--- src/include/pgi_pkg.sv ---
// shared constants and types for the port pin control block
package pgi_pkg;

    // ------------------------------------------------------------
    // register byte offsets
    // ------------------------------------------------------------
    localparam logic [7:0] OFF_L_LATCH = 8'h00;
    localparam logic [7:0] OFF_L_INPUT = 8'h04;
    localparam logic [7:0] OFF_L_DIR   = 8'h08;
    localparam logic [7:0] OFF_L_DRIVE = 8'h0c;
    localparam logic [7:0] OFF_L_PE    = 8'h10;
    localparam logic [7:0] OFF_L_PPS   = 8'h14;
    localparam logic [7:0] OFF_L_OD    = 8'h18;
    // per irq port p: enable, polarity, flag at base + 0x10*p
    localparam logic [7:0] OFF_IRQ_EN  = 8'h20;
    localparam logic [7:0] OFF_IRQ_POL = 8'h24;
    localparam logic [7:0] OFF_IRQ_FLG = 8'h28;
    localparam logic [7:0] OFF_IRQ_STP = 8'h10;

    // ------------------------------------------------------------
    // pin masks and reset values
    // ------------------------------------------------------------
    localparam logic [2:0][7:0] IRQ_MASK = {8'hcf, 8'h7f, 8'hff};
    localparam logic [6:0]      L_PE_RST = 7'h7f;
    localparam logic [6:0]      LED_MASK = 7'h1f;

    // ------------------------------------------------------------
    // timing
    // ------------------------------------------------------------
    localparam int CLK_PERIOD_NS = 10;
    localparam int RC_PERIOD_NS  = 2000;
    localparam int RC_DIV        = RC_PERIOD_NS / CLK_PERIOD_NS;
    localparam int FILT_N        = 4;

    // ------------------------------------------------------------
    // pad control of the seven port l pins
    // ------------------------------------------------------------
    typedef struct packed {
        logic [6:0] oe;
        logic [6:0] out;
        logic [6:0] reduced;
        logic [6:0] pull_up;
        logic [6:0] pull_down;
    } pgi_pad_t;

endpackage : pgi_pkg

--- src/rtl/pgi_port_ctrl.sv ---
// port l pin control and filtered edge interrupts of ports g, h, j
`timescale 1ns/10ps
// What this block does
// - direction bit one makes pin output
// - led enable forces five low pins output
// - readback lags direction change two cycles
// - reduced drive bit only for outputs
// - pull only for input or open drain
// - port l pulls reset as pull-ups
// - polarity one pull-down on inputs only, zero pull-up
// - open drain drives only low
// - latch read muxes pin or latch
// - latch reaches pin only as output
// - input register always returns pins
// - owning peripheral overrides direction
// - port g per-pin edge interrupts, one vector
// - flag and enable raise wake request
// - four passive then four active samples
// - stop filter rejects 3.2us, accepts 10us
// - bus clock in run, rc in stop
// - rc runs only while a pin waits
// - port h has same edge interrupts
// - two-wire makes upper j pins open drain
// - reset states: j upper and port l pull-up, others hiz
// - stop mode still raises interrupts
// - registers other than the read-only input register writable at any time
// - edge sets flag, write one clears
// - polarity one rising, zero falling
module pgi_port_ctrl
    import pgi_pkg::*;
(
    input  wire logic        hclk,
    input  wire logic        hresetn,
    input  wire logic        hsel,
    input  wire logic [31:0] haddr,
    input  wire logic [1:0]  htrans,
    input  wire logic        hwrite,
    input  wire logic [2:0]  hsize,
    input  wire logic [31:0] hwdata,
    input  wire logic        hready,
    output logic             hreadyout,
    output logic             hresp,
    output logic [31:0]      hrdata,
    input  wire logic [6:0]  l_pin_in,
    output pgi_pad_t         l_pad,
    input  wire logic [6:0]  l_periph_own,
    input  wire logic [6:0]  l_periph_out,
    input  wire logic [6:0]  l_periph_oe,
    input  wire logic        status_led_enable,
    input  wire logic [4:0]  led_pins,
    input  wire logic [7:0]  g_pin_in,
    input  wire logic [6:0]  h_pin_in,
    input  wire logic [7:0]  j_pin_in,
    input  wire logic        two_wire_en,
    input  wire logic [1:0]  two_wire_drive_low,
    output logic [1:0]       port_j_upper_oe,
    output logic [1:0]       port_j_upper_pull_up,
    input  wire logic        stop_mode,
    output logic             rc_osc_run,
    output logic             irq_g,
    output logic             irq_h,
    output logic             irq_j,
    output logic             wake_request
);

    // ------------------------------------------------------------
    // bus slave
    // ------------------------------------------------------------
    logic            a_valid;
    logic            a_write;
    logic [7:0]      a_addr;
    logic            rd_wait;
    logic            wr_en;
    logic [6:0]      latch;
    logic [6:0]      dir;
    logic [6:0]      rdr;
    logic [6:0]      pe;
    logic [6:0]      edge_polarity_select;
    logic [6:0]      od;
    logic [6:0]      l_meta;
    logic [6:0]      l_sync;
    logic [2:0][7:0] irq_meta;
    logic [2:0][7:0] irq_sync;
    logic [2:0][7:0] en;
    logic [2:0][7:0] pol;
    logic [2:0][7:0] flag;
    logic [2:0][7:0] edge_hit;
    logic [7:0]      rc_cnt;
    logic            tick;
    logic [31:0]     next_rdata;

    function automatic logic hit(input logic [7:0] a, input logic [7:0] off);
        hit = (a == off);
    endfunction : hit

    always_ff @(posedge hclk or negedge hresetn) begin
        if (!hresetn) begin
            a_valid <= 1'b0;
            a_write <= 1'b0;
            a_addr  <= 8'h00;
        end else if (hready) begin
            a_valid <= hsel & htrans[1];
            a_write <= hwrite;
            a_addr  <= haddr[7:0];
        end
    end

    // reads take one wait state so a write just before is seen
    always_ff @(posedge hclk or negedge hresetn) begin
        if (!hresetn) begin
            rd_wait <= 1'b0;
        end else begin
            rd_wait <= hready & hsel & htrans[1] & ~hwrite;
        end
    end

    assign hreadyout = ~rd_wait;
    assign hresp     = 1'b0;
    assign wr_en     = a_valid & a_write & ~rd_wait;

    always_comb begin
        next_rdata = 32'h0000_0000;
        case (a_addr)
            OFF_L_LATCH: next_rdata[6:0] = (dir & latch) | (~dir & l_sync);
            OFF_L_INPUT: next_rdata[6:0] = l_sync;
            OFF_L_DIR:   next_rdata[6:0] = dir;
            OFF_L_DRIVE: next_rdata[6:0] = rdr;
            OFF_L_PE:    next_rdata[6:0] = pe;
            OFF_L_PPS:   next_rdata[6:0] = edge_polarity_select;
            OFF_L_OD:    next_rdata[6:0] = od;
            default: begin
                for (int p = 0; p < 3; p++) begin
                    if (hit(a_addr, OFF_IRQ_EN + 8'(p * 16))) next_rdata[7:0] = en[p];
                    if (hit(a_addr, OFF_IRQ_POL + 8'(p * 16))) next_rdata[7:0] = pol[p];
                    if (hit(a_addr, OFF_IRQ_FLG + 8'(p * 16))) next_rdata[7:0] = flag[p];
                end
            end
        endcase
    end

    always_ff @(posedge hclk or negedge hresetn) begin
        if (!hresetn) begin
            hrdata <= 32'h0000_0000;
        end else if (rd_wait) begin
            hrdata <= next_rdata;
        end
    end

    // ------------------------------------------------------------
    // port l configuration, writable at any time
    // ------------------------------------------------------------
    always_ff @(posedge hclk or negedge hresetn) begin
        if (!hresetn) begin
            latch <= 7'h00;
            dir   <= 7'h00;
            rdr   <= 7'h00;
            pe    <= L_PE_RST;
            edge_polarity_select   <= 7'h00;
            od    <= 7'h00;
        end else if (wr_en) begin
            if (hit(a_addr, OFF_L_LATCH)) latch <= hwdata[6:0];
            if (hit(a_addr, OFF_L_DIR))   dir   <= hwdata[6:0];
            if (hit(a_addr, OFF_L_DRIVE)) rdr   <= hwdata[6:0];
            if (hit(a_addr, OFF_L_PE))    pe    <= hwdata[6:0];
            if (hit(a_addr, OFF_L_PPS))   edge_polarity_select   <= hwdata[6:0];
            if (hit(a_addr, OFF_L_OD))    od    <= hwdata[6:0];
        end
    end

    // pin levels pass two flops, so readback trails a direction change
    always_ff @(posedge hclk or negedge hresetn) begin
        if (!hresetn) begin
            l_meta   <= 7'h00;
            l_sync   <= 7'h00;
            irq_meta <= '0;
            irq_sync <= '0;
        end else begin
            l_meta   <= l_pin_in;
            l_sync   <= l_meta;
            irq_meta <= {j_pin_in, 1'b0, h_pin_in, g_pin_in};
            irq_sync <= irq_meta;
        end
    end

    // ------------------------------------------------------------
    // port l pad control
    // ------------------------------------------------------------
    logic [6:0] own;
    logic [6:0] led_own;
    logic [6:0] dir_eff;
    logic [6:0] out_eff;
    logic [6:0] od_eff;
    logic [6:0] pull_on;

    assign led_own = status_led_enable ? LED_MASK : 7'h00;
    assign own     = l_periph_own & ~led_own;
    always_comb begin
        dir_eff = (own & l_periph_oe) | (~own & dir);
        dir_eff = dir_eff | led_own;
        out_eff = (own & l_periph_out) | (~own & latch);
        out_eff = (out_eff & ~led_own) | (led_own & {2'b00, led_pins});
    end
    // peripherals and leds drive push-pull; open drain is a gpio option
    assign od_eff  = od & ~own & ~led_own;
    assign pull_on = pe & (~dir_eff | od_eff);

    always_comb begin
        l_pad.oe        = dir_eff & ~(od_eff & out_eff);
        l_pad.out       = out_eff & ~od_eff;
        l_pad.reduced   = rdr & dir_eff;
        l_pad.pull_up   = pull_on & ~edge_polarity_select;
        l_pad.pull_down = pull_on & edge_polarity_select & ~dir_eff;
    end

    // ------------------------------------------------------------
    // port j upper pins
    // ------------------------------------------------------------
    // low only, so the bus can be shared with other open drains
    assign port_j_upper_oe      = two_wire_en ? two_wire_drive_low : 2'b00;
    assign port_j_upper_pull_up = two_wire_en ? 2'b00 : 2'b11;

    // ------------------------------------------------------------
    // filter clock: every bus cycle in run, divided rc tick in stop
    // ------------------------------------------------------------
    assign rc_osc_run = stop_mode & |(en & ~flag & IRQ_MASK);

    always_ff @(posedge hclk or negedge hresetn) begin
        if (!hresetn) begin
            rc_cnt <= 8'h00;
        end else if (!rc_osc_run || rc_cnt == 8'(RC_DIV - 1)) begin
            rc_cnt <= 8'h00;
        end else begin
            rc_cnt <= rc_cnt + 8'h01;
        end
    end

    // rc tick of 2us puts four samples between 3.2us and 10us
    assign tick = ~stop_mode | (rc_osc_run & rc_cnt == 8'(RC_DIV - 1));

    // ------------------------------------------------------------
    // edge filters
    // ------------------------------------------------------------
    for (genvar gp = 0; gp < 3; gp++) begin : g_port
        for (genvar gb = 0; gb < 8; gb++) begin : g_pin
            logic [2:0] pcnt;
            logic [2:0] acnt;
            logic       act;
            assign act = irq_sync[gp][gb] ~^ pol[gp][gb];
            always_ff @(posedge hclk or negedge hresetn) begin
                if (!hresetn) begin
                    pcnt <= 3'h0;
                    acnt <= 3'h0;
                end else if (tick) begin
                    if (!act) begin
                        acnt <= 3'h0;
                        if (pcnt != 3'(FILT_N)) pcnt <= pcnt + 3'h1;
                    end else if (pcnt == 3'(FILT_N)) begin
                        if (acnt == 3'(FILT_N - 1)) begin
                            pcnt <= 3'h0;
                            acnt <= 3'h0;
                        end else begin
                            acnt <= acnt + 3'h1;
                        end
                    end else begin
                        pcnt <= 3'h0;
                    end
                end
            end
            assign edge_hit[gp][gb] = tick & act & IRQ_MASK[gp][gb]
                                    & pcnt == 3'(FILT_N) & acnt == 3'(FILT_N - 1);
        end

        // set wins over a write-one clear in the same cycle
        always_ff @(posedge hclk or negedge hresetn) begin
            if (!hresetn) begin
                en[gp]   <= 8'h00;
                pol[gp]  <= 8'h00;
                flag[gp] <= 8'h00;
            end else begin
                if (wr_en && hit(a_addr, OFF_IRQ_EN + 8'(gp * 16))) begin
                    en[gp] <= hwdata[7:0] & IRQ_MASK[gp];
                end
                if (wr_en && hit(a_addr, OFF_IRQ_POL + 8'(gp * 16))) begin
                    pol[gp] <= hwdata[7:0] & IRQ_MASK[gp];
                end
                if (wr_en && hit(a_addr, OFF_IRQ_FLG + 8'(gp * 16))) begin
                    flag[gp] <= (flag[gp] & ~hwdata[7:0]) | edge_hit[gp];
                end else begin
                    flag[gp] <= flag[gp] | edge_hit[gp];
                end
            end
        end
    end

    // ------------------------------------------------------------
    // interrupt outputs, one per port, combinational from flags
    // ------------------------------------------------------------
    assign irq_g        = |(flag[0] & en[0]);
    assign irq_h        = |(flag[1] & en[1]);
    assign irq_j        = |(flag[2] & en[2]);
    assign wake_request = irq_g | irq_h | irq_j;
endmodule : pgi_port_ctrl

--- config.mk ---
export PLATFORM = sky130hd
export DESIGN_NAME = pgi_port_ctrl
export DESIGN_NICKNAME = d
export VERILOG_FILES = /design/src/include/pgi_pkg.sv /design/src/rtl/pgi_port_ctrl.sv
export SDC_FILE = /design/constraint.sdc
export NUM_CORES = 1
export LEC_CHECK = 0
export ABC_AREA = 1
export BUFFER_PORTS_ARGS = -buffer_cell sky130_fd_sc_hd__buf_4
export CORE_AREA = 5 5 188 190
export DETAILED_ROUTE_END_ITERATION = 10
export DIE_AREA = 0 0 193 195
export PLACE_DENSITY_LB_ADDON = 0.1
export SLEW_MARGIN = 20
export SYNTH_ARGS = -nofsm -noshare
export SYNTH_HDL_FRONTEND = slang
export SYNTH_SLANG_ARGS = --single-unit
export TNS_END_PERCENT = 5
--- constraint.sdc ---
create_clock -name hclk -period 4.3 [get_ports hclk]
set_clock_uncertainty 0.1 [all_clocks]
set_input_delay 0.43 -clock hclk [delete_from_list [all_inputs] [get_ports hclk]]
set_output_delay 0.43 -clock hclk [all_outputs]
set_load 0.01 [all_outputs]
**Word-level counts from Yosys, hierarchy flattened**

Cells that the tools add are included.
W data, S select, Z words.

- Equal/unequal tests: 121
- Reductions and logical operators: 86
- Bitwise operators: 145
- Multiplexer cells: 165
- Add/sub/neg operators: 43

Operators by type and width:

| kind | count |
|---|---|
| $mux W3 | 147 |
| $add A3 B1 Y3 const B | 42 |
| $and A7 B7 Y7 | 18 |
| $mux W8 | 13 |
| $and A1 B1 Y1 | 71 |
| $eq A3 B2 Y1 const B | 21 |
| $eq A3 B3 Y1 const B | 21 |
| $ne A3 B2 Y1 const B | 21 |
| $ne A3 B3 Y1 const B | 21 |
| $reduce_and A3 Y1 | 21 |
| $reduce_and A2 Y1 | 27 |
| $pmux W7 S7 | 1 |
| $eq A8 B6 Y1 const B | 6 |
| $ne A2 B1 Y1 const B | 21 |
| $not A7 Y7 | 6 |
| $reduce_bool A2 Y1 | 21 |
| $and A8 B8 Y8 | 5 |
| $or A8 B8 Y8 | 4 |
| $or A7 B7 Y7 | 4 |
| $and A24 B24 Y24 | 1 |
| $eq A8 B5 Y1 const B | 3 |
| $eq A8 B7 Y1 const B | 3 |
| $not A24 Y24 | 1 |
| $reduce_or A8 Y1 | 3 |
| 22 further kinds | 58 |

- Register bits after elaboration: 321
- Input bits: 135
- Output and inout bits: 78

**Logic depth before layout (Yosys ltp)**

Gate-level depths: netlist of run 1.

- Word-level depth: 12
- Depth in mapped cells: 13
- Mapped depth without buffers: 13

**Worst setup path after synthesis of run 1**

No wires, ideal clock.

- Kind: in2out
- From: input port l_periph_own[6]
- To: output port l_pad[13] in the netlist's numbering
- Path buffers: 0
- Setup slack: 2.501 ns
- Arrival time: 1.269 ns
- Cell stages on the path: 5
- Cell sequence: inv_1 > or2_2 > o21ai_0 > inv_1 > a211oi_1

RTL lines:

| element | line | RTL |
|---|---|---|
| start, declared | pgi_port_ctrl.sv:46 | `input wire logic [6:0] l_periph_own,` |
| end, declared | pgi_port_ctrl.sv:45 | `output pgi_pad_t l_pad,` |

**Worst setup path after layout of run 1**

- From: register flag[14] in the netlist's numbering
- To: output port rc_osc_run

- Word-level cells in the longest chain between the ends: 4

RTL lines:

| element | line | RTL |
|---|---|---|
| start, declared | pgi_port_ctrl.sv:86 | `logic [2:0][7:0] flag;` |
| start signal, assigned by index | pgi_port_ctrl.sv:287 | `flag[gp] <= (flag[gp] & ~hwdata[7:0]) \| edge_hit[gp];` |
| start signal, assigned by index | pgi_port_ctrl.sv:289 | `flag[gp] <= flag[gp] \| edge_hit[gp];` |
| $not A24 Y24 | pgi_port_ctrl.sv:225 | `assign rc_osc_run = stop_mode & \|(en & ~flag & IRQ_MASK);` |
| $and A24 B24 Y24 | pgi_port_ctrl.sv:225 |  |
| $reduce_or A21 Y1 | pgi_port_ctrl.sv:225 |  |
| $and A1 B1 Y1 | pgi_port_ctrl.sv:225 |  |
| end, declared | pgi_port_ctrl.sv:59 | `output logic rc_osc_run,` |

No other way between the ends.

==> load_flow_metrics.sql, run 1 <==
INSERT INTO impl_metrics (metric_group, metric, value, unit) VALUES
('timing', 'holdWs', '0.0287', 'ns'),
('finish', 'final_layout_size_suffix_gt1_share', '12.0', '%'),
('synth', 'synth_largest_area_cell', 'sky130_fd_sc_hd__dfrtp_1', ''),
('clock_tree', 'postCtsSetupRepairBufs', '0', ''),
('detailed_routing', 'drt_first_pass_iters', '6', ''),
('timing', 'setup_slack_after_layout', '1.55', 'ns'),
('worst_setup_path', 'critical_path_s_top_delay_family', 'simple AND/OR/NAND/NOR gates', ''),
('placement', 'routabilityCongestion', '0.879', ''),
('clock_tree', 'cts_tree', 'done', ''),
('worst_setup_path', 'crit_path_top_delay_cell', 'sky130_fd_sc_hd__nor3_1', ''),
('clock_tree', 'number_of_buffers_added_by_the_clock_tree_synthesis_step', '36', ''),
('synth', 'post_synth_instance_area', '16500', 'um2'),
('worst_setup_path', 'path_buf_inv', '1', ''),
('flow_run', 'maxcap_violations', '0', ''),
('floorplanning', 'fp.dieW', '193', 'um'),
('synth', 'post_synth_num_cell_types', '42', ''),
('pwr', 'static-leakage-power', '10.6', 'nW'),
('worst_hold_path', 'hold_path.startpoint', 'haddr[0]', ''),
('synth', 'synth_area_leaders', 'sky130_fd_sc_hd__dfrtp_1 (47%), sky130_fd_sc_hd__nand2_1 (16%), sky130_fd_sc_hd__inv_1 (5.1%), sky130_fd_sc_hd__nand3_1 (4.9%), sky130_fd_sc_hd__ha_1 (4.8%)', ''),
('detailed_routing', 'route.final.wire_length', '40.0', 'mm'),
('synth', 'syn-instance-count', '2104', ''),
('pwr', 'power_frac_comb', '15.4', '%'),
('clock_tree', 'tritoncts_num_sinks', '317', ''),
('placement', 'post_dp_cell_area', '17900', 'um2'),
('worst_setup_path', 'cpPeakStageDelay', '0.55', 'ns'),
('pwr', 'portion_of_total_power_attributed_to_sequential_cells', '44.5', '%'),
('worst_setup_path', 'reg2regPathDepth', '11', ''),
('pwr', 'post-layout-total-power', '7.84', 'mW'),
('detailed_routing', 'remaining_drc_errors', '0', ''),
('grt', 'grt_pass1_wl', '65.8', 'mm'),
('pwr', 'power.clock.fraction', '40.1', '%'),
('pwr', 'power.internal', '5.67', 'mW'),
('grt', 'grt_pass1_vias', '13300', ''),
('grt', 'use_met3', '3.27', '%'),
('placement', 'dp_hpwl', '28.5', 'mm'),
('timing', 'final_setup_tns', '0', 'ns'),
('worst_hold_path', 'min_delay_path_depth', '3', ''),
('placement', 'post-place-ws', '1.93', 'ns'),
('pwr', 'total_power_per_unit_cell_area', '404', 'nW/um2'),
('detailed_routing', 'routed_via_density', '5.10', ''),
('detailed_routing', 'ant_nets', '0', ''),
('grt', 'antenna_violations_before_repair', '0', ''),
('pwr', 'peakVddDrop', '0.000340', 'V'),
('synth', 'syn_area_per_cell', '7.86', 'um2'),
('floorplanning', 'die_footprint', '37600', 'um2'),
('pwr', 'power.net_switching', '2.17', 'mW'),
('clock_tree', 'worst_setup_hold_path_clk_slew', '0.06', 'ns'),
('floorplanning', 'die_height', '195', 'um'),
('worst_setup_path', 'r2r-start', 'en[16]', ''),
('synth', 'yosysTopAreaCellShare', '46.9', '%'),
('grt', 'top_usage_layer', 'met2', ''),
('finish', 'flow.area_growth_from_synthesis', '17.2', '%'),
('clock_tree', 'clock_tree.root_cell', 'sky130_fd_sc_hd__clkbuf_16', ''),
('worst_setup_path', 'timing.critical_path.arrival', '2.22', 'ns'),
('clock_tree', 'clock_path_buffers', '3', ''),
('detailed_routing', 'vias', '14000', ''),
('timing', 'final_min_period_over_clock_period', '63.9', '%'),
('timing', 'setup_viol', '0', ''),
('synth', 'synth_sequential_area_ratio', '48.0', '%'),
('floorplanning', 'initial_utilization', '49.7', '%'),
('worst_setup_path', 'critPathMaxFanout', '4', ''),
('finish', 'final_nets', '2464', ''),
('timing', 'worst_pin_slew', '0.796', 'ns'),
('finish', 'antenna_cells_inserted', '0', ''),
('worst_setup_path', 'timing.critical_path.to_type', 'output pin', ''),
('floorplanning', 'core.rowCount', '67', ''),
('run_status', 'status', 'complete, no violations', ''),
('floorplanning', 'top_level_ports', '213', ''),
('synth', 'ys_ff_latch', '317', ''),
('timing', 'final_period_minus_worst_setup_slack', '2.75', 'ns'),
('worst_setup_path', 'r2r-end', 'flag[11]', '');
==> worst reg2reg max path: stages (launching register included) <==
cell	delay, ns
sky130_fd_sc_hd__dfrtp_1	0.42
sky130_fd_sc_hd__inv_1	0.07
sky130_fd_sc_hd__o22ai_1	0.08
sky130_fd_sc_hd__a21oi_1	0.20
sky130_fd_sc_hd__nand2_1	0.08
sky130_fd_sc_hd__nor2_1	0.31
sky130_fd_sc_hd__nand2_1	0.09
sky130_fd_sc_hd__nand2_1	0.12
sky130_fd_sc_hd__nand2_4	0.06
sky130_fd_sc_hd__buf_4	0.34
sky130_fd_sc_hd__nand3_1	0.31
sky130_fd_sc_hd__nand2_1	0.07
==> placed cells by master (no fill, tap or decap), types with 31 or more instances in the layout <==
| cell | count |
|---|---|
| sky130_fd_sc_hd__or2_2 | 31 |
| sky130_fd_sc_hd__nand2_1 | 704 |
| sky130_fd_sc_hd__dlygate4sd3_1 | 32 |
| sky130_fd_sc_hd__a21oi_1 | 31 |
| sky130_fd_sc_hd__inv_1 | 226 |
| sky130_fd_sc_hd__buf_4 | 134 |
| sky130_fd_sc_hd__o21ai_1 | 32 |
| sky130_fd_sc_hd__clkbuf_16 | 37 |
| sky130_fd_sc_hd__ha_1 | 64 |
| sky130_fd_sc_hd__nand3_1 | 161 |
| sky130_fd_sc_hd__dfrtp_1 | 310 |
| sky130_fd_sc_hd__nor3_1 | 33 |
| sky130_fd_sc_hd__nor2_1 | 138 |
| sky130_fd_sc_hd__nand3b_1 | 31 |
| sky130_fd_sc_hd__o21ai_0 | 128 |
==> power groups by stage <==
stage                     Clock (mW)  Sequential [mW]  Combinational, mW
final                           3.14             3.49               1.21
after CTS                       3.22             3.49               1.22
after global placement             0             3.53               1.15
after detailed placement           0             3.54               1.19
after floorplan                    0             3.48              0.826
after global routing            3.34             3.53               1.41
==> layer usage <==
metal  vias up  share of wire (%)
li1       6960                  -
met1      6596                 45
met2       323                 47
met3        85                5.5
met4         0                2.7
met5         -                  0
==> logic make-up (layout without fill, tap and decap cells) <==
logic type	Yosys count	after routing	synth area share, %
other	1	25	0.0227
AND/OR/NAND/NOR	1148	1148	30.0
flip-flops	317	317	48.0
XOR/XNOR	23	23	1.22
adder cells (fa/ha/maj)	64	64	4.84
buffers and inverters	315	479	8.17
AO/OA/AOI/OAI	235	235	7.72
multiplexers	1	1	0.0605
==> state kept, by name, summed over array words and instances (netlist names), 21 cells and up <==
| name | count |
|---|---|
| irq_sync | 21 |
| pol | 21 |
| irq_meta | 21 |
| flag | 24 |
| en | 21 |
| g_port.g_pin.pcnt | 63 |
| g_port.g_pin.acnt | 63 |
==> repair_timing <==
item / in CTS / in global routing
setup endpoints to repair: 0 / 0
hold endpoints to repair: 120 / 0
hold buffers: 32 / 0
gates resized for setup: 0 / 0
==> final cells by class <==
class,count,area (um2),share of cell area [%]
inverter,243,912,4.70
multi-input combinational,1496,7350,37.9
sequential,317,7940,40.9
clock inverter,17,206,1.06
tap,448,561,2.89
clock buffer,48,1010,5.19
timing repair buffer,171,1420,7.33
==> worst max path at each step <==
stage,from,endpoint,slack (ns)
2_1_floorplan,l_periph_own[6],l_pad[13],2.50
3_3_place_gp,en[16],flag[11],1.96
3_5_place_dp,en[16],flag[11],1.93
4_1_cts,en[16],rc_osc_run,1.50
5_1_grt,en[16],rc_osc_run,1.44
6_report,flag[14],rc_osc_run,1.55
==> cell usage after synthesis, drive strengths merged <==
cell      n
a211oi    2
a21boi    4
a21oi    31
a221oi    2
a22o      3
a22oi     1
a31oi     1
and3      8
buf      54
clkbuf   18
clkinv    1
conb      1
dfrtp   310
dfstp     7
ha       64
inv     242
mux2i     1
nand2   708
nand3   164
nand3b   31
nand4     7
nor2    154
nor3     35
nor3b     9
nor4      1
o211ai    6
o21ai   160
o21bai   14
o22ai    11
or2      31
xnor2    21
xor2      2
==> stage by stage <==
step,std cells,util [%]
3_3_place_gp,2643,53.7
2_1_floorplan,2128,-
6_report,2740,58.3
5_1_grt,2740,58.3
3_5_place_dp,2643,53.7
4_1_cts,2740,58.3
Power figures use the tool's default switching activity.
==> inputs of run 2 (changes only) <==
- ABC_AREA: 1 -> 0
- clock period: 4.3 -> 2.8 ns (I/O delays scaled with it)
==> load_flow_metrics.sql, run 2 <==
INSERT INTO impl_metrics (metric_group, metric, value, unit) VALUES
('synth', 'post_synth_instance_area', '16500', 'um2'),
('placement', 'post_dp_cell_area', '18300', 'um2'),
('timing', 'hold_viol_final', '0', ''),
('synth', 'synth_largest_area_cell', 'sky130_fd_sc_hd__dfrtp_1', ''),
('grt', 'grt_remaining_overflow', '0', ''),
('synth', 'yosysTopAreaCellShare', '47.0', '%'),
('grt', 'grt_pass1_wl', '72.1', 'mm'),
('grt', 'antenna_violations_before_repair', '0', ''),
('worst_hold_path', 'holdCritPathClass', 'in2reg', ''),
('worst_setup_path', 'timing.critical_path.arrival', '2.26', 'ns'),
('synth', 'netlist_top_cells_count', 'sky130_fd_sc_hd__dfrtp_1 (310), sky130_fd_sc_hd__nor2_1 (121), sky130_fd_sc_hd__nand2_1 (115), sky130_fd_sc_hd__mux2_2 (98), sky130_fd_sc_hd__inv_1 (85)', ''),
('grt', 'gr-usage-all-layers', '23.6', '%'),
('synth', 'synth_enable_flop_cells', '0', ''),
('placement', 'numPortBuffers', '133', ''),
('clock_tree', 'number_of_buffers_added_by_the_clock_tree_synthesis_step', '37', ''),
('grt', 'grt_max_degree', '74', ''),
('pwr', 'total_power_per_unit_cell_area', '696', 'nW/um2'),
('detailed_routing', 'ant_nets', '0', ''),
('timing', 'timing_max_transition_violations_final', '0', ''),
('detailed_routing', 'detailedRoute.firstIterationViolations', '845', ''),
('finish', 'antenna_cells_inserted', '0', ''),
('clock_tree', 'h_tree_lvls', '2', ''),
('finish', 'mostFrequentLayoutCells', 'sky130_fd_sc_hd__dfrtp_1 (308), sky130_fd_sc_hd__buf_4 (182), sky130_fd_sc_hd__nor2_1 (121), sky130_fd_sc_hd__nand2_1 (115), sky130_fd_sc_hd__mux2_2 (98)', ''),
('synth', 'post_synth_num_cell_types', '70', ''),
('clock_tree', 'clock_tree.root_cell', 'sky130_fd_sc_hd__clkbuf_16', ''),
('synth', 'synth_async_sr_flop_share', '100', '%'),
('finish', 'num-fill-cells', '2809', ''),
('floorplanning', 'initial_utilization', '49.6', '%'),
('synth', 'syn-instance-count', '1583', ''),
('synth', 'syn_area_per_cell', '10.4', 'um2'),
('floorplanning', 'top_level_ports', '213', ''),
('synth', 'synth_most_common_cell', 'sky130_fd_sc_hd__dfrtp_1', ''),
('detailed_routing', 'route.detailed.wl_per_inst', '19.8', 'um'),
('timing', 'worst_pin_slew', '0.740', 'ns'),
('floorplanning', 'die_footprint', '37600', 'um2'),
('pwr', 'peakVddDrop', '0.000491', 'V'),
('timing', 'final_setup_tns', '0', 'ns'),
('detailed_routing', 'routed_via_density', '5.80', ''),
('clock_tree', 'clkLatencyLatePin', '0.52', 'ns'),
('finish', 'stdcell_count', '2273', ''),
('placement', 'dp_hpwl', '32.2', 'mm'),
('timing', 'holdWs', '0.0422', 'ns'),
('detailed_routing', 'drt_first_pass_iters', '7', ''),
('clock_tree', 'clock_path_buffers', '3', ''),
('placement', 'routabilityCongestion', '0.916', ''),
('timing', 'final_min_period_over_clock_period', '94.2', '%'),
('timing', 'max_slew_margin', '50.5', '%'),
('finish', 'final_nets', '1997', ''),
('clock_tree', 'worst_setup_hold_path_clk_slew', '0.06', 'ns'),
('worst_setup_path', 'critPathMaxFanout', '5', ''),
('timing', 'grt_setup_unrepaired', 'false', ''),
('floorplanning', 'core.rowCount', '67', ''),
('synth', 'ys_ff_latch', '317', ''),
('worst_setup_path', 'worstPathRequired', '2.42', 'ns'),
('timing', 'final_period_minus_worst_setup_slack', '2.64', 'ns'),
('floorplanning', 'die_height', '195', 'um'),
('timing', 'fmax', '379', 'MHz'),
('worst_setup_path', 'cp-start-kind', 'flop', ''),
('pwr', 'static-leakage-power', '9.15', 'nW'),
('finish', 'final_common_cell', 'sky130_fd_sc_hd__dfrtp_1', ''),
('synth', 'synthFlopType', 'sky130_fd_sc_hd__dfrtp_1', ''),
('clock_tree', 'tritoncts_num_sinks', '317', ''),
('worst_setup_path', 'critical_path_class', 'reg2out', ''),
('flow_run', 'maxcap_violations', '0', ''),
('run_status', 'status', 'complete, no violations', ''),
('timing', 'setup_viol', '0', ''),
('clock_tree', 'cts_tree', 'done', ''),
('worst_setup_path', 'timing.critical_path.to_type', 'output pin', ''),
('finish', 'ff_latch_area', '7940', 'um2'),
('placement', 'numPlacedInstances', '2164', ''),
('synth', 'synth_area_leaders', 'sky130_fd_sc_hd__dfrtp_1 (47%), sky130_fd_sc_hd__mux2_2 (6.7%), sky130_fd_sc_hd__ha_1 (4.9%), sky130_fd_sc_hd__a32o_1 (4.3%), sky130_fd_sc_hd__nor2_1 (2.8%)', ''),
('finish', 'final_cell_area', '20100', 'um2'),
('pwr', 'post-layout-total-power', '14.0', 'mW'),
('finish', 'final_layout_size_suffix_gt1_share', '20.7', '%'),
('detailed_routing', 'vias', '13200', ''),
('synth', 'synth.yosys.warnings', '0', ''),
('synth', 'synth_sequential_area_ratio', '48.1', '%'),
('floorplanning', 'fp.dieW', '193', 'um'),
('finish', 'largest_registers', 'g_port.g_pin.acnt (63), g_port.g_pin.pcnt (63), flag (24)', ''),
('detailed_routing', 'remaining_drc_errors', '0', ''),
('finish', 'multi_input_area', '7900', 'um2'),
('grt', 'grt_pass1_vias', '13200', ''),
('finish', 'flow.area_growth_from_synthesis', '21.9', '%'),
('floorplanning', 'core_area', '33300', 'um2'),
('detailed_routing', 'route.final.wire_length', '45.0', 'mm');
[run 2: cell count changes after synthesis, sizes merged, moves of 32 or more]
cell / previous run / this run
nand2: 708 / 115
inv: 242 / 85
nand3: 164 / 60
mux2: 0 / 98
o21ai: 160 / 80
a32o: 0 / 71
a31oi: 1 / 41
nand2b: 0 / 36
nor2b: 0 / 36
o2bb2ai: 0 / 35
nor2: 154 / 122
[run 2: worst paths after layout]
kind | depth (start not counted) | slack (ns) | to | from
min | 2 | 0.04 | rd_wait | htrans[1]
min in group asynchronous | 2 | 0.25 | irq_meta[3] | hresetn
min reg2reg | 0 | 0.24 | irq_sync[1] | irq_meta[1]
max | 8 | 0.16 | rc_osc_run | flag[19]
max in group asynchronous | 3 | 1.64 | g_port[0].g_pin[1].pcnt[0] | hresetn
max reg2reg | 8 | 0.28 | g_port[0].g_pin[3].acnt[2] | rc_cnt[0]
[run 2: report_power, final]
group          switching [mW]  internal [mW]  total [mW]
combinational            1.60           1.38        2.97
sequential              0.600           5.19        5.79
clock                    1.89           3.34        5.24
total                    4.09           9.91        14.0
[run 2: kinds of logic (layout without fill, tap and decap cells)]
| logic type | count (synthesis) | in the layout | synth area share [%] |
|---|---|---|---|
| flops | 317 | 317 | 48.1 |
| xor+xnor | 43 | 43 | 2.28 |
| buf+inv | 170 | 388 | 4.69 |
| compound gates | 448 | 448 | 19.8 |
| simple gates | 431 | 431 | 12.8 |
| fa+ha+maj | 64 | 64 | 4.85 |
| mux | 109 | 109 | 7.43 |
| other cells | 1 | 25 | 0.0227 |
[run 2: final cells by class]
cell class	instances	area share (%)
Tap cell	448	2.79
Clock buffer	56	5.82
Timing Repair Buffer	237	10.1
Multi-Input combinational cell	1120	39.3
Sequential cell	317	39.5
Inverter	85	1.59
Clock inverter	10	0.927
[run 2: critical path: stages, from the launching register on]
cell and delay (ns):
sky130_fd_sc_hd__dfrtp_1 0.40, sky130_fd_sc_hd__nand2b_1 0.16, sky130_fd_sc_hd__o2111ai_1 0.13, sky130_fd_sc_hd__nor4_2 0.32
sky130_fd_sc_hd__buf_4 0.19, sky130_fd_sc_hd__nand2_1 0.17, sky130_fd_sc_hd__nand2_1 0.17, sky130_fd_sc_hd__inv_1 0.05
sky130_fd_sc_hd__buf_4 0.14
[run 2: stage by stage]
step | util (%) | setup slack, ns
2_1_floorplan | - | 0.619
4_1_cts | 60.4 | 0.114
6_report | 60.4 | 0.163
3_3_place_gp | 55.1 | 0.349
3_5_place_dp | 55.1 | 0.313
5_1_grt | 60.4 | 0.00558
[run 2: timing repair]
item	CTS	global route
buffers inserted	0	0
endpoints found under the hold margin	105	0
hold buffers	43	0
gates resized for setup	0	1
endpoints found under the setup margin	0	1
[run 2: metal layers]
layer	global-route usage [%]	vias up	part of all wire, %	routed length, um
met4	5.82	0	2.3	1020
met3	3.50	73	6.0	2680
met5	0	-	0	0
met2	38.0	402	46	20900
li1	-	6211	-	-
met1	33.9	6499	45	20500
==> inputs of run 3 (changes only) <==
- MAX_ROUTING_LAYER: unset -> met4
==> load_flow_metrics.sql, run 3 (synthesis gave the netlist of run 2 again) <==
INSERT INTO impl_metrics (metric_group, metric, value, unit) VALUES
('detailed_routing', 'remaining_drc_errors', '0', ''),
('detailed_routing', 'routed_via_density', '5.84', ''),
('timing', 'hold_viol_final', '0', ''),
('pwr', 'total_power_per_unit_cell_area', '695', 'nW/um2'),
('clock_tree', 'tritoncts_num_sinks', '317', ''),
('worst_setup_path', 'cpPeakStageDelay', '0.40', 'ns'),
('pwr', 'power_frac_comb', '21.2', '%'),
('floorplanning', 'die_footprint', '37600', 'um2'),
('floorplanning', 'core_area', '33300', 'um2'),
('finish', 'mostFrequentLayoutCells', 'sky130_fd_sc_hd__dfrtp_1 (308), sky130_fd_sc_hd__buf_4 (182), sky130_fd_sc_hd__nor2_1 (121), sky130_fd_sc_hd__nand2_1 (115), sky130_fd_sc_hd__mux2_2 (98)', ''),
('pwr', 'portion_of_total_power_attributed_to_sequential_cells', '41.4', '%'),
('clock_tree', 'h_tree_lvls', '2', ''),
('run_status', 'status', 'complete, no violations', ''),
('finish', 'final_layout_size_suffix_gt1_share', '20.7', '%'),
('pwr', 'peakVddDrop', '0.000490', 'V'),
('flow_run', 'maxcap_violations', '0', ''),
('timing', 'worst_pin_slew', '0.735', 'ns'),
('clock_tree', 'number_of_buffers_added_by_the_clock_tree_synthesis_step', '37', ''),
('clock_tree', 'postCtsSetupRepairBufs', '0', ''),
('worst_hold_path', 'holdCritPathClass', 'in2reg', ''),
('detailed_routing', 'route.detailed.wl_per_inst', '19.8', 'um'),
('finish', 'largest_registers', 'g_port.g_pin.acnt (63), g_port.g_pin.pcnt (63), flag (24)', ''),
('placement', 'numPortBuffers', '133', ''),
('grt', 'grt_pass1_wl', '72.1', 'mm'),
('floorplanning', 'fp.dieW', '193', 'um'),
('worst_setup_path', 'timing.critical_path.to_type', 'output pin', ''),
('detailed_routing', 'detailedRoute.firstIterationViolations', '996', ''),
('placement', 'routabilityCongestion', '0.935', ''),
('detailed_routing', 'ant_nets', '0', ''),
('timing', 'max_slew_margin', '50.8', '%'),
('pwr', 'power.net_switching', '4.08', 'mW'),
('finish', 'antenna_cells_inserted', '0', ''),
('timing', 'grt_setup_unrepaired', 'false', ''),
('grt', 'gr-usage-all-layers', '24.3', '%'),
('timing', 'setup_viol', '0', ''),
('worst_setup_path', 'cp-start-kind', 'flop', ''),
('pwr', 'power.internal', '9.91', 'mW'),
('pwr', 'post-layout-total-power', '14.0', 'mW'),
('timing', 'final_setup_tns', '0', 'ns'),
('finish', 'final_common_cell', 'sky130_fd_sc_hd__dfrtp_1', ''),
('clock_tree', 'clock_path_buffers', '3', ''),
('worst_setup_path', 'crit_path_top_delay_cell', 'sky130_fd_sc_hd__dfrtp_1', ''),
('pwr', 'power.switching_fraction', '29.2', '%'),
('floorplanning', 'core.rowCount', '67', ''),
('floorplanning', 'top_level_ports', '213', ''),
('detailed_routing', 'route.final.wire_length', '45.0', 'mm'),
('pwr', 'static-leakage-power', '9.15', 'nW'),
('floorplanning', 'initial_utilization', '49.6', '%'),
('floorplanning', 'die_height', '195', 'um'),
('finish', 'final_nets', '1997', ''),
('clock_tree', 'clock_tree.root_cell', 'sky130_fd_sc_hd__clkbuf_16', ''),
('worst_setup_path', 'crit_path_cell_trace', 'nand2b_1 -> o2111ai_1 -> nor4_2 -> buf_4 -> nand2_1 -> nand2_1 -> inv_1 -> buf_4', ''),
('placement', 'dp_hpwl', '32.2', 'mm'),
('clock_tree', 'cts_tree', 'done', ''),
('clock_tree', 'clkLatencyLatePin', '0.52', 'ns'),
('timing', 'timing_max_transition_violations_final', '0', ''),
('timing', 'final_min_period_over_clock_period', '93.9', '%'),
('finish', 'flow.area_growth_from_synthesis', '21.9', '%'),
('worst_setup_path', 'critPathMaxFanout', '5', ''),
('clock_tree', 'worst_setup_hold_path_clk_slew', '0.06', 'ns'),
('worst_setup_path', 'timing.critical_path.arrival', '2.25', 'ns'),
('grt', 'antenna_violations_before_repair', '0', ''),
('detailed_routing', 'drt_first_pass_iters', '7', ''),
('worst_setup_path', 'worstPathRequired', '2.42', 'ns'),
('pwr', 'power.clock.fraction', '37.4', '%'),
('detailed_routing', 'vias', '13300', ''),
('grt', 'grt_pass1_vias', '13200', ''),
('worst_setup_path', 'critical_path_class', 'reg2out', ''),
('grt', 'grt_max_degree', '74', ''),
('timing', 'fmax', '380', 'MHz'),
('grt', 'grt_remaining_overflow', '0', ''),
('timing', 'final_period_minus_worst_setup_slack', '2.63', 'ns');
## run 3: cell counts in the layout (fill, tap and decap cells not counted)
No cell type changed its count.
## run 3: final timing paths
| kind | startpoint | endpoint | slack (ns) | depth (start not counted) |
|---|---|---|---|---|
| hold / removal | htrans[1] | rd_wait | 0.04 | 2 |
| setup reg to reg | rc_cnt[0] | g_port[0].g_pin[3].acnt[2] | 0.27 | 8 |
| max in group asynchronous | hresetn | g_port[0].g_pin[1].pcnt[0] | 1.64 | 3 |
| hold reg to reg | irq_meta[1] | irq_sync[1] | 0.24 | 0 |
| min in group asynchronous | hresetn | irq_meta[3] | 0.25 | 2 |
| setup / recovery | flag[19] | rc_osc_run | 0.17 | 8 |
## run 3: layer usage
| metal | share of wire, % | vias up | global-route usage [%] |
|---|---|---|---|
| met4 | 2.2 | 0 | 5.82 |
| met2 | 46 | 441 | 37.9 |
| met3 | 6.2 | 75 | 3.52 |
| met5 | 0 | - | - |
| met1 | 45 | 6540 | 34.0 |
| li1 | - | 6216 | - |
## run 3: what timing repair did
| item | 4_1_cts | 5_1_grt |
|---|---|---|
| hold buffers | 43 | 0 |
| setup endpoints to repair | 0 | 1 |
| resized for setup | 0 | 1 |
| endpoints found under the hold margin | 105 | 0 |
## run 3: cell type report
cell class | count | area [um2]
fill | 2809 | 13200
inverter | 85 | 319
clock buffer | 56 | 1170
tap | 448 | 561
clock inverter | 10 | 186
timing repair buffer | 237 | 2030
sequential | 317 | 7940
multi-input combinational | 1120 | 7900
## run 3: critical path: cells and delay by family, from the launching register on
family	cells	cell delay, ns
AOI/OAI and AO/OA	1	0.13
DFF	1	0.40
buffers and inverters	3	0.38
and+or+nand+nor	4	0.81
## run 3: power groups by stage
| stage | clock (mW) | sequential [mW] | combinational [mW] |
|---|---|---|---|
| floorplan | 0 | 5.70 | 2.12 |
| global placement | 0 | 5.82 | 2.81 |
| detailed placement | 0 | 5.85 | 2.91 |
| CTS | 5.34 | 5.78 | 2.98 |
| global route | 5.55 | 5.87 | 3.39 |
| finish | 5.23 | 5.79 | 2.97 |
## run 3: metrics by stage
stage	hold slack, ns	utilization [%]	area (um2)	instances	setup slack (ns)
final	0.0403	60.4	20100	2273	0.171
after floorplan	-0.116	-	16600	1607	0.619
after global placement	0.199	55.1	18300	2164	0.349
after detailed placement	0.203	55.1	18300	2164	0.313
after CTS	0.00881	60.4	20100	2273	0.114
after global routing	0.0115	60.4	20100	2273	0.00555
